## src/hw/pcc_cfg.svh

```systemverilog
// Field positions, page index codes and channel constants of the parameter channel codec
`ifndef PCC_CFG_SVH
`define PCC_CFG_SVH

// ------------------------------------------------------------
// Word 1 layout
// ------------------------------------------------------------
`define PCC_ID_MSB          15
`define PCC_ID_LSB          12
`define PCC_PNUM_MSB        10
`define PCC_PNUM_LSB        0
// ------------------------------------------------------------
// Word 2 layout
// ------------------------------------------------------------
`define PCC_SUB_MSB         15
`define PCC_SUB_LSB         8
`define PCC_PAGE_MSB        7
`define PCC_PAGE_LSB        0
// ------------------------------------------------------------
// Page index codes and their offsets
// ------------------------------------------------------------
`define PCC_PAGE_0          8'h00
`define PCC_PAGE_2000       8'h80
`define PCC_PAGE_6000       8'h90
`define PCC_PAGE_8000       8'h20
`define PCC_PAGE_10000      8'hA0
`define PCC_PAGE_20000      8'h50
`define PCC_PAGE_30000      8'hF0
`define PCC_PAGE_60000      8'h74
`define PCC_OFS_0           16'h0000
`define PCC_OFS_2000        16'h07D0
`define PCC_OFS_6000        16'h1770
`define PCC_OFS_8000        16'h1F40
`define PCC_OFS_10000       16'h2710
`define PCC_OFS_20000       16'h4E20
`define PCC_OFS_30000       16'h7530
`define PCC_OFS_60000       16'hEA60
`define PCC_RANGE_SPAN      16'h07D0
// ------------------------------------------------------------
// Connector and error codes
// ------------------------------------------------------------
`define PCC_CONN_MSB        15
`define PCC_CONN_LSB        10
`define PCC_CONN_CODE       6'h3F
`define PCC_ERR_NO_PARAM    16'h0000
`define PCC_ERR_NOT_SUPP    16'h006A
`define PCC_ERR_NO_CONTROL  16'h000B

`endif

```

## src/hw/pcc_pkg.sv

```systemverilog
// Types of the parameter channel codec
package pcc_pkg;

   // ------------------------------------------------------------
   // Channel: four 16-bit words in wire order
   // ------------------------------------------------------------
   typedef struct packed {
      logic [15:0] idNumberWord;
      logic [15:0] indexWord;
      logic [15:0] valueHighWord;
      logic [15:0] valueLowWord;
   } pcc_channel_type;

   typedef enum logic [3:0] {
      PCC_REQ_NONE      = 4'h0,
      PCC_REQ_READ_OLD  = 4'h1,
      PCC_REQ_WRITE_OLD = 4'h2,
      PCC_REQ_DWORD_OLD = 4'h3,
      PCC_REQ_READ_FLD  = 4'h6,
      PCC_REQ_WRITE_FLD = 4'h7,
      PCC_REQ_WRITE_DW  = 4'h8
   } pcc_request_type;

   typedef enum logic [3:0] {
      PCC_RSP_NONE      = 4'h0,
      PCC_RSP_WORD      = 4'h1,
      PCC_RSP_DWORD     = 4'h2,
      PCC_RSP_FLD_WORD  = 4'h4,
      PCC_RSP_FLD_DWORD = 4'h5,
      PCC_RSP_COUNT     = 4'h6,
      PCC_RSP_ERROR     = 4'h7,
      PCC_RSP_NO_AUTH   = 4'h8
   } pcc_response_type;

   // Decoded request handed to the parameter store
   typedef struct packed {
      logic [15:0] paramNumber;
      logic [7:0]  subindex;
      logic [31:0] value;
      logic        isConnector;
      logic [15:0] connNumber;
      logic [9:0]  connIndex;
   } pcc_access_type;

   // Answer coming back from the parameter store
   typedef struct packed {
      logic        ok;
      logic        isDword;
      logic        isCount;
      logic [15:0] errorNumber;
      logic [31:0] value;
   } pcc_result_type;

endpackage : pcc_pkg

```

## src/hw/pcc_page_decode.sv

```systemverilog
// Page index to parameter number offset decoder
`timescale 1ns/100ps
`include "pcc_cfg.svh"

module pcc_page_decode (
   // Received fields
   input  wire logic [7:0]  pageIndex,
   input  wire logic [10:0] paramField,
   // Rebuilt number
   output logic      [15:0] paramNumber,
   output logic             pageValid
);

   logic [15:0] offset;
   logic        known;

   assign known = (pageIndex == `PCC_PAGE_0)     || (pageIndex == `PCC_PAGE_2000)
               || (pageIndex == `PCC_PAGE_6000)  || (pageIndex == `PCC_PAGE_8000)
               || (pageIndex == `PCC_PAGE_10000) || (pageIndex == `PCC_PAGE_20000)
               || (pageIndex == `PCC_PAGE_30000) || (pageIndex == `PCC_PAGE_60000);

   assign offset = (pageIndex == `PCC_PAGE_2000)  ? `PCC_OFS_2000  :
                   (pageIndex == `PCC_PAGE_6000)  ? `PCC_OFS_6000  :
                   (pageIndex == `PCC_PAGE_8000)  ? `PCC_OFS_8000  :
                   (pageIndex == `PCC_PAGE_10000) ? `PCC_OFS_10000 :
                   (pageIndex == `PCC_PAGE_20000) ? `PCC_OFS_20000 :
                   (pageIndex == `PCC_PAGE_30000) ? `PCC_OFS_30000 :
                   (pageIndex == `PCC_PAGE_60000) ? `PCC_OFS_60000 :
                   `PCC_OFS_0;

   // Field at or above the span is refused; the offset must come from the page index
   assign pageValid   = known && ({5'h00, paramField} < `PCC_RANGE_SPAN);
   assign paramNumber = 16'(offset + {5'h00, paramField});

endmodule : pcc_page_decode

```

## src/hw/pcc_codec.sv

```systemverilog
// Device end of the parameter channel: decodes requests, builds responses
`timescale 1ns/100ps
`include "pcc_cfg.svh"

// What this block does
// - Page codes 00,80,90,20,A0,50,F0,74 mean 0..60000 offsets.
// - Device adds the page offset to the number field.
// - Values: 8-bit low byte, 16-bit low word, 32-bit both words.
// - Connector: word three number, 3F in bits 15..10, index below.
// - Identifier in word one bits 15..12; 6 reads a field value.
// - Identifier 7 writes a field word value from the low value word.
// - Four 16-bit words; high value word carries bits 31..16.
// - Response codes 1,2,4,5,6,8 as the access outcome dictates.
// - Failure answers 7 with an error number in the top word.
// - Identifiers 1,2,3 act as 6,7,8.
module pcc_codec (
   // Clock and reset
   input  wire logic                    core_clk,
   input  wire logic                    rst_n,
   // Request from the fieldbus
   input  wire logic                    reqValid,
   input  wire pcc_pkg::pcc_channel_type reqChannel,
   input  wire logic                    hasControl,
   // Parameter store side
   output pcc_pkg::pcc_access_type      access,
   output logic                         accessRead,
   output logic                         accessWrite,
   input  wire logic                    resultValid,
   input  wire pcc_pkg::pcc_result_type result,
   // Response to the fieldbus
   output logic                         rspValid,
   output pcc_pkg::pcc_channel_type     rspChannel,
   output logic                         busy
);

   typedef enum logic [1:0] {IDLE, WAIT, ANSWER} pcc_state_type;

   pcc_state_type            state;
   pcc_state_type            next_state;
   pcc_pkg::pcc_channel_type next_rsp;
   logic                     isField;
   logic                     next_rspValid;
   logic                     next_busy;
   logic                     next_isField;
   logic                     next_accessRead;
   logic                     next_accessWrite;

   logic [3:0]  reqId;
   logic [3:0]  normId;
   logic [15:0] paramNumber;
   logic        pageValid;
   logic        isRead;
   logic        isWrite;
   logic        isDwWrite;
   logic        supported;
   logic        connValue;
   logic        start;
   logic        earlyFail;
   logic [3:0]  earlyCode;
   logic [15:0] earlyErr;
   logic [3:0]  okCode;
   logic [31:0] writeValue;

   // ------------------------------------------------------------
   // Request decode
   // ------------------------------------------------------------
   pcc_page_decode pageDecode (
      .pageIndex   (reqChannel.indexWord[`PCC_PAGE_MSB:`PCC_PAGE_LSB]),
      .paramField  (reqChannel.idNumberWord[`PCC_PNUM_MSB:`PCC_PNUM_LSB]),
      .paramNumber (paramNumber),
      .pageValid   (pageValid)
   );

   assign reqId     = reqChannel.idNumberWord[`PCC_ID_MSB:`PCC_ID_LSB];
   assign normId    = (reqId == pcc_pkg::PCC_REQ_READ_OLD  ||
                       reqId == pcc_pkg::PCC_REQ_WRITE_OLD ||
                       reqId == pcc_pkg::PCC_REQ_DWORD_OLD) ? reqId + 4'h5 : reqId;
   assign isRead    = (normId == pcc_pkg::PCC_REQ_READ_FLD);
   assign isWrite   = (normId == pcc_pkg::PCC_REQ_WRITE_FLD);
   assign isDwWrite = (normId == pcc_pkg::PCC_REQ_WRITE_DW);
   assign supported = isRead || isWrite || isDwWrite;
   assign connValue = (reqChannel.valueLowWord[`PCC_CONN_MSB:`PCC_CONN_LSB]
                       == `PCC_CONN_CODE);

   // Word writes take only the low word, so a stale high word cannot leak in
   assign writeValue = isWrite ? {16'h0000, reqChannel.valueLowWord}
                               : {reqChannel.valueHighWord, reqChannel.valueLowWord};

   assign start     = reqValid && (state == IDLE) && (normId != pcc_pkg::PCC_REQ_NONE);
   assign earlyFail = !supported || !pageValid || (!isRead && !hasControl);
   assign earlyCode = (supported && !isRead && !hasControl) ? pcc_pkg::PCC_RSP_NO_AUTH
                                                             : pcc_pkg::PCC_RSP_ERROR;
   assign earlyErr  = !supported ? `PCC_ERR_NOT_SUPP : `PCC_ERR_NO_PARAM;

   assign okCode = result.isCount ? pcc_pkg::PCC_RSP_COUNT :
                   isField        ? (result.isDword ? pcc_pkg::PCC_RSP_FLD_DWORD
                                                    : pcc_pkg::PCC_RSP_FLD_WORD)
                                  : (result.isDword ? pcc_pkg::PCC_RSP_DWORD
                                                    : pcc_pkg::PCC_RSP_WORD);

   // ------------------------------------------------------------
   // Response build
   // ------------------------------------------------------------
   always_comb begin
      next_state = state;
      next_rsp   = rspChannel;
      unique case (state)
         IDLE: begin
            if (start) begin
               next_rsp.idNumberWord = reqChannel.idNumberWord;
               next_rsp.indexWord    = reqChannel.indexWord;
               if (earlyFail) begin
                  next_rsp.idNumberWord[`PCC_ID_MSB:`PCC_ID_LSB] = earlyCode;
                  next_rsp.valueHighWord = earlyErr;
                  next_rsp.valueLowWord  = 16'h0000;
                  next_state = ANSWER;
               end else begin
                  next_state = WAIT;
               end
            end
         end
         WAIT: begin
            if (resultValid) begin
               if (result.ok) begin
                  next_rsp.idNumberWord[`PCC_ID_MSB:`PCC_ID_LSB] = okCode;
                  next_rsp.valueHighWord = result.value[31:16];
                  next_rsp.valueLowWord  = result.value[15:0];
               end else begin
                  next_rsp.idNumberWord[`PCC_ID_MSB:`PCC_ID_LSB] = pcc_pkg::PCC_RSP_ERROR;
                  next_rsp.valueHighWord = result.errorNumber;
                  next_rsp.valueLowWord  = 16'h0000;
               end
               next_state = ANSWER;
            end
         end
         ANSWER: begin
            next_state = IDLE;
         end
      endcase
   end

   // ------------------------------------------------------------
   // Registers
   // ------------------------------------------------------------
   // Strobe and busy both follow the next state, so they always end together
   assign next_rspValid = (next_state == ANSWER);
   assign next_busy     = (next_state != IDLE);
   // Answer code needs the request kind long after the request is gone
   assign next_isField  = start ? (isRead || isWrite) : isField;

   always_ff @(posedge core_clk or negedge rst_n) begin
      if (!rst_n) begin
         state <= IDLE;
      end else begin
         state <= next_state;
      end
   end

   always_ff @(posedge core_clk or negedge rst_n) begin
      if (!rst_n) begin
         rspChannel <= '0;
      end else begin
         rspChannel <= next_rsp;
      end
   end

   always_ff @(posedge core_clk or negedge rst_n) begin
      if (!rst_n) begin
         rspValid <= 1'b0;
         busy     <= 1'b0;
      end else begin
         rspValid <= next_rspValid;
         busy     <= next_busy;
      end
   end

   always_ff @(posedge core_clk or negedge rst_n) begin
      if (!rst_n) begin
         isField <= 1'b0;
      end else begin
         isField <= next_isField;
      end
   end

   // ------------------------------------------------------------
   // Store request
   // ------------------------------------------------------------
   assign next_accessRead  = start && !earlyFail && isRead;
   assign next_accessWrite = start && !earlyFail && !isRead;

   // One-cycle strobes
   always_ff @(posedge core_clk or negedge rst_n) begin
      if (!rst_n) begin
         accessRead  <= 1'b0;
         accessWrite <= 1'b0;
      end else begin
         accessRead  <= next_accessRead;
         accessWrite <= next_accessWrite;
      end
   end

   // Fields held until the next request, so a slow store may read them late
   always_ff @(posedge core_clk or negedge rst_n) begin
      if (!rst_n) begin
         access <= '0;
      end else if (start) begin
         access.paramNumber <= paramNumber;
         access.subindex    <= reqChannel.indexWord[`PCC_SUB_MSB:`PCC_SUB_LSB];
         // Read requests zero the value; connNumber and connIndex still copy the value words
         access.value       <= isRead ? 32'h0000_0000 : writeValue;
         access.isConnector <= !isRead && connValue;
         access.connNumber  <= reqChannel.valueHighWord;
         access.connIndex   <= reqChannel.valueLowWord[9:0];
      end
   end

endmodule : pcc_codec

```

## config.mk

```make
export PLATFORM = sky130hd
export DESIGN_NAME = pcc_codec
export DESIGN_NICKNAME = d
export VERILOG_FILES = /design/src/hw/pcc_pkg.sv /design/src/hw/pcc_page_decode.sv /design/src/hw/pcc_codec.sv
export VERILOG_INCLUDE_DIRS = /design/src /design/src/hw
export SDC_FILE = /design/constraint.sdc
export NUM_CORES = 1
export LEC_CHECK = 0
export BUFFER_PORTS_ARGS = -buffer_cell sky130_fd_sc_hd__buf_2
export CORE_MARGIN = 2
export CORE_UTILIZATION = 49
export CTS_CLUSTER_SIZE = 25
export DETAILED_ROUTE_END_ITERATION = 10
export GPL_ROUTABILITY_DRIVEN = 0
export PLACE_DENSITY_LB_ADDON = 0.08
export RECOVER_POWER = 50
export SLEW_MARGIN = 20
export SYNTH_ARGS = -nofsm -noshare
export SYNTH_HDL_FRONTEND = slang
export SYNTH_SLANG_ARGS = --single-unit
```

## constraint.sdc

```tcl
create_clock -name core_clk -period 2.5 [get_ports core_clk]
set_clock_uncertainty 0.05 [all_clocks]
set_input_delay 0.375 -clock core_clk [delete_from_list [all_inputs] [get_ports core_clk]]
set_output_delay 0.375 -clock core_clk [all_outputs]
set_load 0.05 [all_outputs]
```

==> run_results.csv <==
group,metric,value,unit
timing,rsz0062_at_grt,"no",
placed_design,post-place-ws,-0.255,ns
layout,drive_gt1_frac,0.279,
job,max_cap_violations,0,
clock_network,htreeDepth,4,
clock_network,cts_root_buffer,"clkbuf_16",
power_and_ir_drop,p_leak,4.96,nW
outcome,status,"finished clean",
logic_synthesis,postSynth.asyncResetShare,1.00,
clock_network,tritoncts,"yes",
clock_network,worstSkewPairLatency,0.41,ns
clock_network,clkSinkCount,154,
layout,utilization,0.667,
worst_setup_path,criticalPathCategory,"in2reg",
logic_synthesis,synth_edf_count,0,
route,drtAntennaViolNets,0,
global_route,grt_max_degree,65,
logic_synthesis,ys_ff_latch,154,
worst_setup_path,critPathRequiredTime,2.75,ns
logic_synthesis,synth_area,7120,um2
die,die_area,15500,um2
timing,slew_headroom,0.0721,
logic_synthesis,avgSynthCellArea,8.73,um2
layout,num-nets-final,1254,
route,drc,0,
worst_setup_path,max_stage_delay,0.37,ns
placed_design,port_buffers,270,
min_path,hp-class,"in2reg",
global_route,gr-total-overflow,0,
worst_setup_path,slowest_stage,"o41ai_2",
route,route.detailed.wl_per_inst,14.4,um
logic_synthesis,synthDistinctLibCells,52,
timing,slew_viol_final,0,
worst_setup_path,crit_fanout,6,
global_route,grt_usage,0.250,
worst_setup_path,path_cells,"buf_2 > and2b_1 > mux2_2 > a21oi_2 > or2_4 > inv_2 > ha_4 > a21o_1 > a21oi_2 > o21ai_2 > o41ai_2 > o211ai_1 > o21a_1",
clock_network,clk_path_buf_depth,2,
timing,final-hold-violation-count,0,
placed_design,dp_hpwl,14.1,mm
global_route,grt_pass1_vias,6247,
timing,min_period,2.34,ns
worst_setup_path,endpoint_kind,"flop",
clock_network,clk_pin_slew_worst_paths,0.06,ns
die,num_rows,44,
logic_synthesis,yosysWarnings,0,
route,vias_per_cell,4.97,
die,core_area,14400,um2
logic_synthesis,yosysTopAreaCell,"dfrtp_1",
logic_synthesis,synth_area_leaders,"dfrtp_1, nand2_1, o21ai_0",
die,die_y,125,um
route,vias,6551,
timing,post-route-period-util,0.936,
die,io-pin-count,271,
route,wl,19.0,mm
timing,finalSetupViolations,0,
logic_synthesis,seq_area_frac_synth,0.541,
worst_setup_path,cp-start-kind,"input port",
power_and_ir_drop,powerDensity,1310,nW/um2
die,die_x,125,um
timing,max_freq,427,MHz
logic_synthesis,synth_nets,949,
global_route,grt_antenna_before_repair,1,
timing,worst_pin_slew,1.39,ns
worst_setup_path,critPathMostFrequentCell,"a21oi_2",
layout,syn_to_final_growth,34.6,%
global_route,grt_pass1_wl,31.1,mm
route,drt_iter0_markers,327,
die,start_util,0.495,
worst_setup_path,critPathArrivalTime,2.59,ns
route,drt_first_pass_iters,6,
clock_network,tritoncts.num_buffers,17,
timing,setup_ws,0.160,ns
logic_synthesis,yosysTopAreaCellShare,0.541,
layout,n_antenna_cell,0,
logic_synthesis,synthCells,815,
power_and_ir_drop,ir_worst_vdd,0.925,mV
logic_synthesis,ys.flop_type,"dfrtp_1",
[cells in the final DEF (no fill, tap or decap), types with 2 or more instances in the layout]
cell type,instances
nor3_1,9
xor2_1,3
or3_1,2
mux2i_1,5
or2_4,2
mux2_2,15
a21o_1,3
nand3_1,24
or2_1,3
buf_2,184
clkbuf_4,2
o31ai_1,2
clkbuf_8,3
nand2_1,345
a21oi_1,11
a21oi_2,3
o21bai_1,3
inv_6,4
xnor2_1,4
nor2b_1,3
o22ai_1,2
dfrtp_1,154
o21ai_1,34
o21a_1,2
ha_1,11
clkbuf_1,86
buf_12,5
nand2b_1,8
nor2_1,22
clkbuf_16,17
nand4_1,3
inv_1,13
o311a_1,2
bufinv_16,2
buf_4,55
clkinv_4,3
nor3b_1,2
o211ai_1,4
o21ai_0,44
[state kept, by name, indices dropped and copies added (netlist names)]
name / cells
busy: 1
state: 2
accessWrite: 1
rspValid: 1
accessRead: 1
access: 83
isField: 1
rspChannel: 64
[routing by layer]
| metal | up-vias | track usage | wire length, um |
|---|---|---|---|
| li1 | 3268 | - | - |
| met1 | 3022 | 0.309 | 8180 |
| met2 | 232 | 0.416 | 9020 |
| met3 | 29 | 0.0739 | 1370 |
| met4 | 0 | 0.0925 | 450 |
| met5 | - | 0 | 0 |
[repair_timing]
action / in CTS / in global routing
hold endpoints to repair: 51 / 0
setup buffers: 0 / 1
hold buffers: 1 / 0
endpoints found under the setup margin: 0 / 1
resized for setup: 0 / 1
[layout make-up]
type / instances / area [um2]
clock buffer: 21 / 470
clock inverter: 11 / 134
fill: 1286 / 4790
inverter: 14 / 52.6
multi-input combinational: 600 / 3050
sequential: 154 / 3850
tap: 184 / 230
timing repair buffer: 333 / 1780
[worst max-delay path, delay by kind of cell]
family                   cells  cell delay, ns
AO/OA/AOI/OAI                7            1.16
AND/OR/NAND/NOR              2            0.36
multiplexers                 1            0.28
buffers and inverters        2            0.21
adder cells (fa/ha/maj)      1            0.20
[Yosys cell counts (13+ instances only)]
cell and instances:
mux2_2 15, nor2_1 23, ha_1 13, dfrtp_1 154, o21ai_1 32, o21ai_0 47
nand2_1 345, a21oi_1 14, nand3_1 25, clkbuf_1 23, inv_1 14
[cells by family after synthesis]
| logic type | Yosys count | synth area share |
|---|---|---|
| muxes | 20 | 0.0308 |
| and+or+nand+nor | 435 | 0.249 |
| DFF | 154 | 0.541 |
| buffers and inverters | 61 | 0.0411 |
| AOI/OAI and AO/OA | 124 | 0.103 |
| xor gates and xnor gates | 7 | 0.00861 |
| adders and majority gates | 14 | 0.0257 |
[report_power, final]
| part | switching, mW | total (mW) | internal [mW] | leakage, nW |
|---|---|---|---|---|
| combinational | 4.84 | 6.05 | 1.21 | 2.70 |
| sequential | 0.484 | 3.88 | 3.39 | 1.97 |
| clock | 1.02 | 2.58 | 1.57 | 0.295 |
| total | 6.34 | 12.5 | 6.17 | 4.96 |
[worst paths after layout]
check / from / to / slack [ns] / cells past startpoint
max in group asynchronous: rst_n / rspChannel[56]$_DFFE_PN0P_ / 0.42 / 3
setup / recovery: reqChannel[39] / access[80]$_DFFE_PN0P_ / 0.16 / 13
min in group asynchronous: rst_n / rspChannel[8]$_DFFE_PN0P_ / 0.77 / 2
hold / removal: reqChannel[59] / rspChannel[59]$_DFFE_PN0P_ / 0.09 / 3
setup reg to reg: state[0]$_DFF_PN0_ / access[80]$_DFFE_PN0P_ / 0.69 / 6
hold reg to reg: access[55]$_DFFE_PN0P_ / access[55]$_DFFE_PN0P_ / 0.42 / 2
[stage by stage]
stage	hold WS [ns]	power [mW]	cells	area (um2)	setup TNS (ns)
floorplan	0.0294	8.45	815	7210	-0.266
global placement	0.318	10.0	1283	9060	-0.738
detailed placement	0.320	10.1	1283	9060	-1.06
CTS	0.0773	12.7	1316	9680	0
global route	0.0960	13.2	1317	9580	0
finish	0.0902	12.5	1317	9580	0
Power figures use the tool's default switching activity.
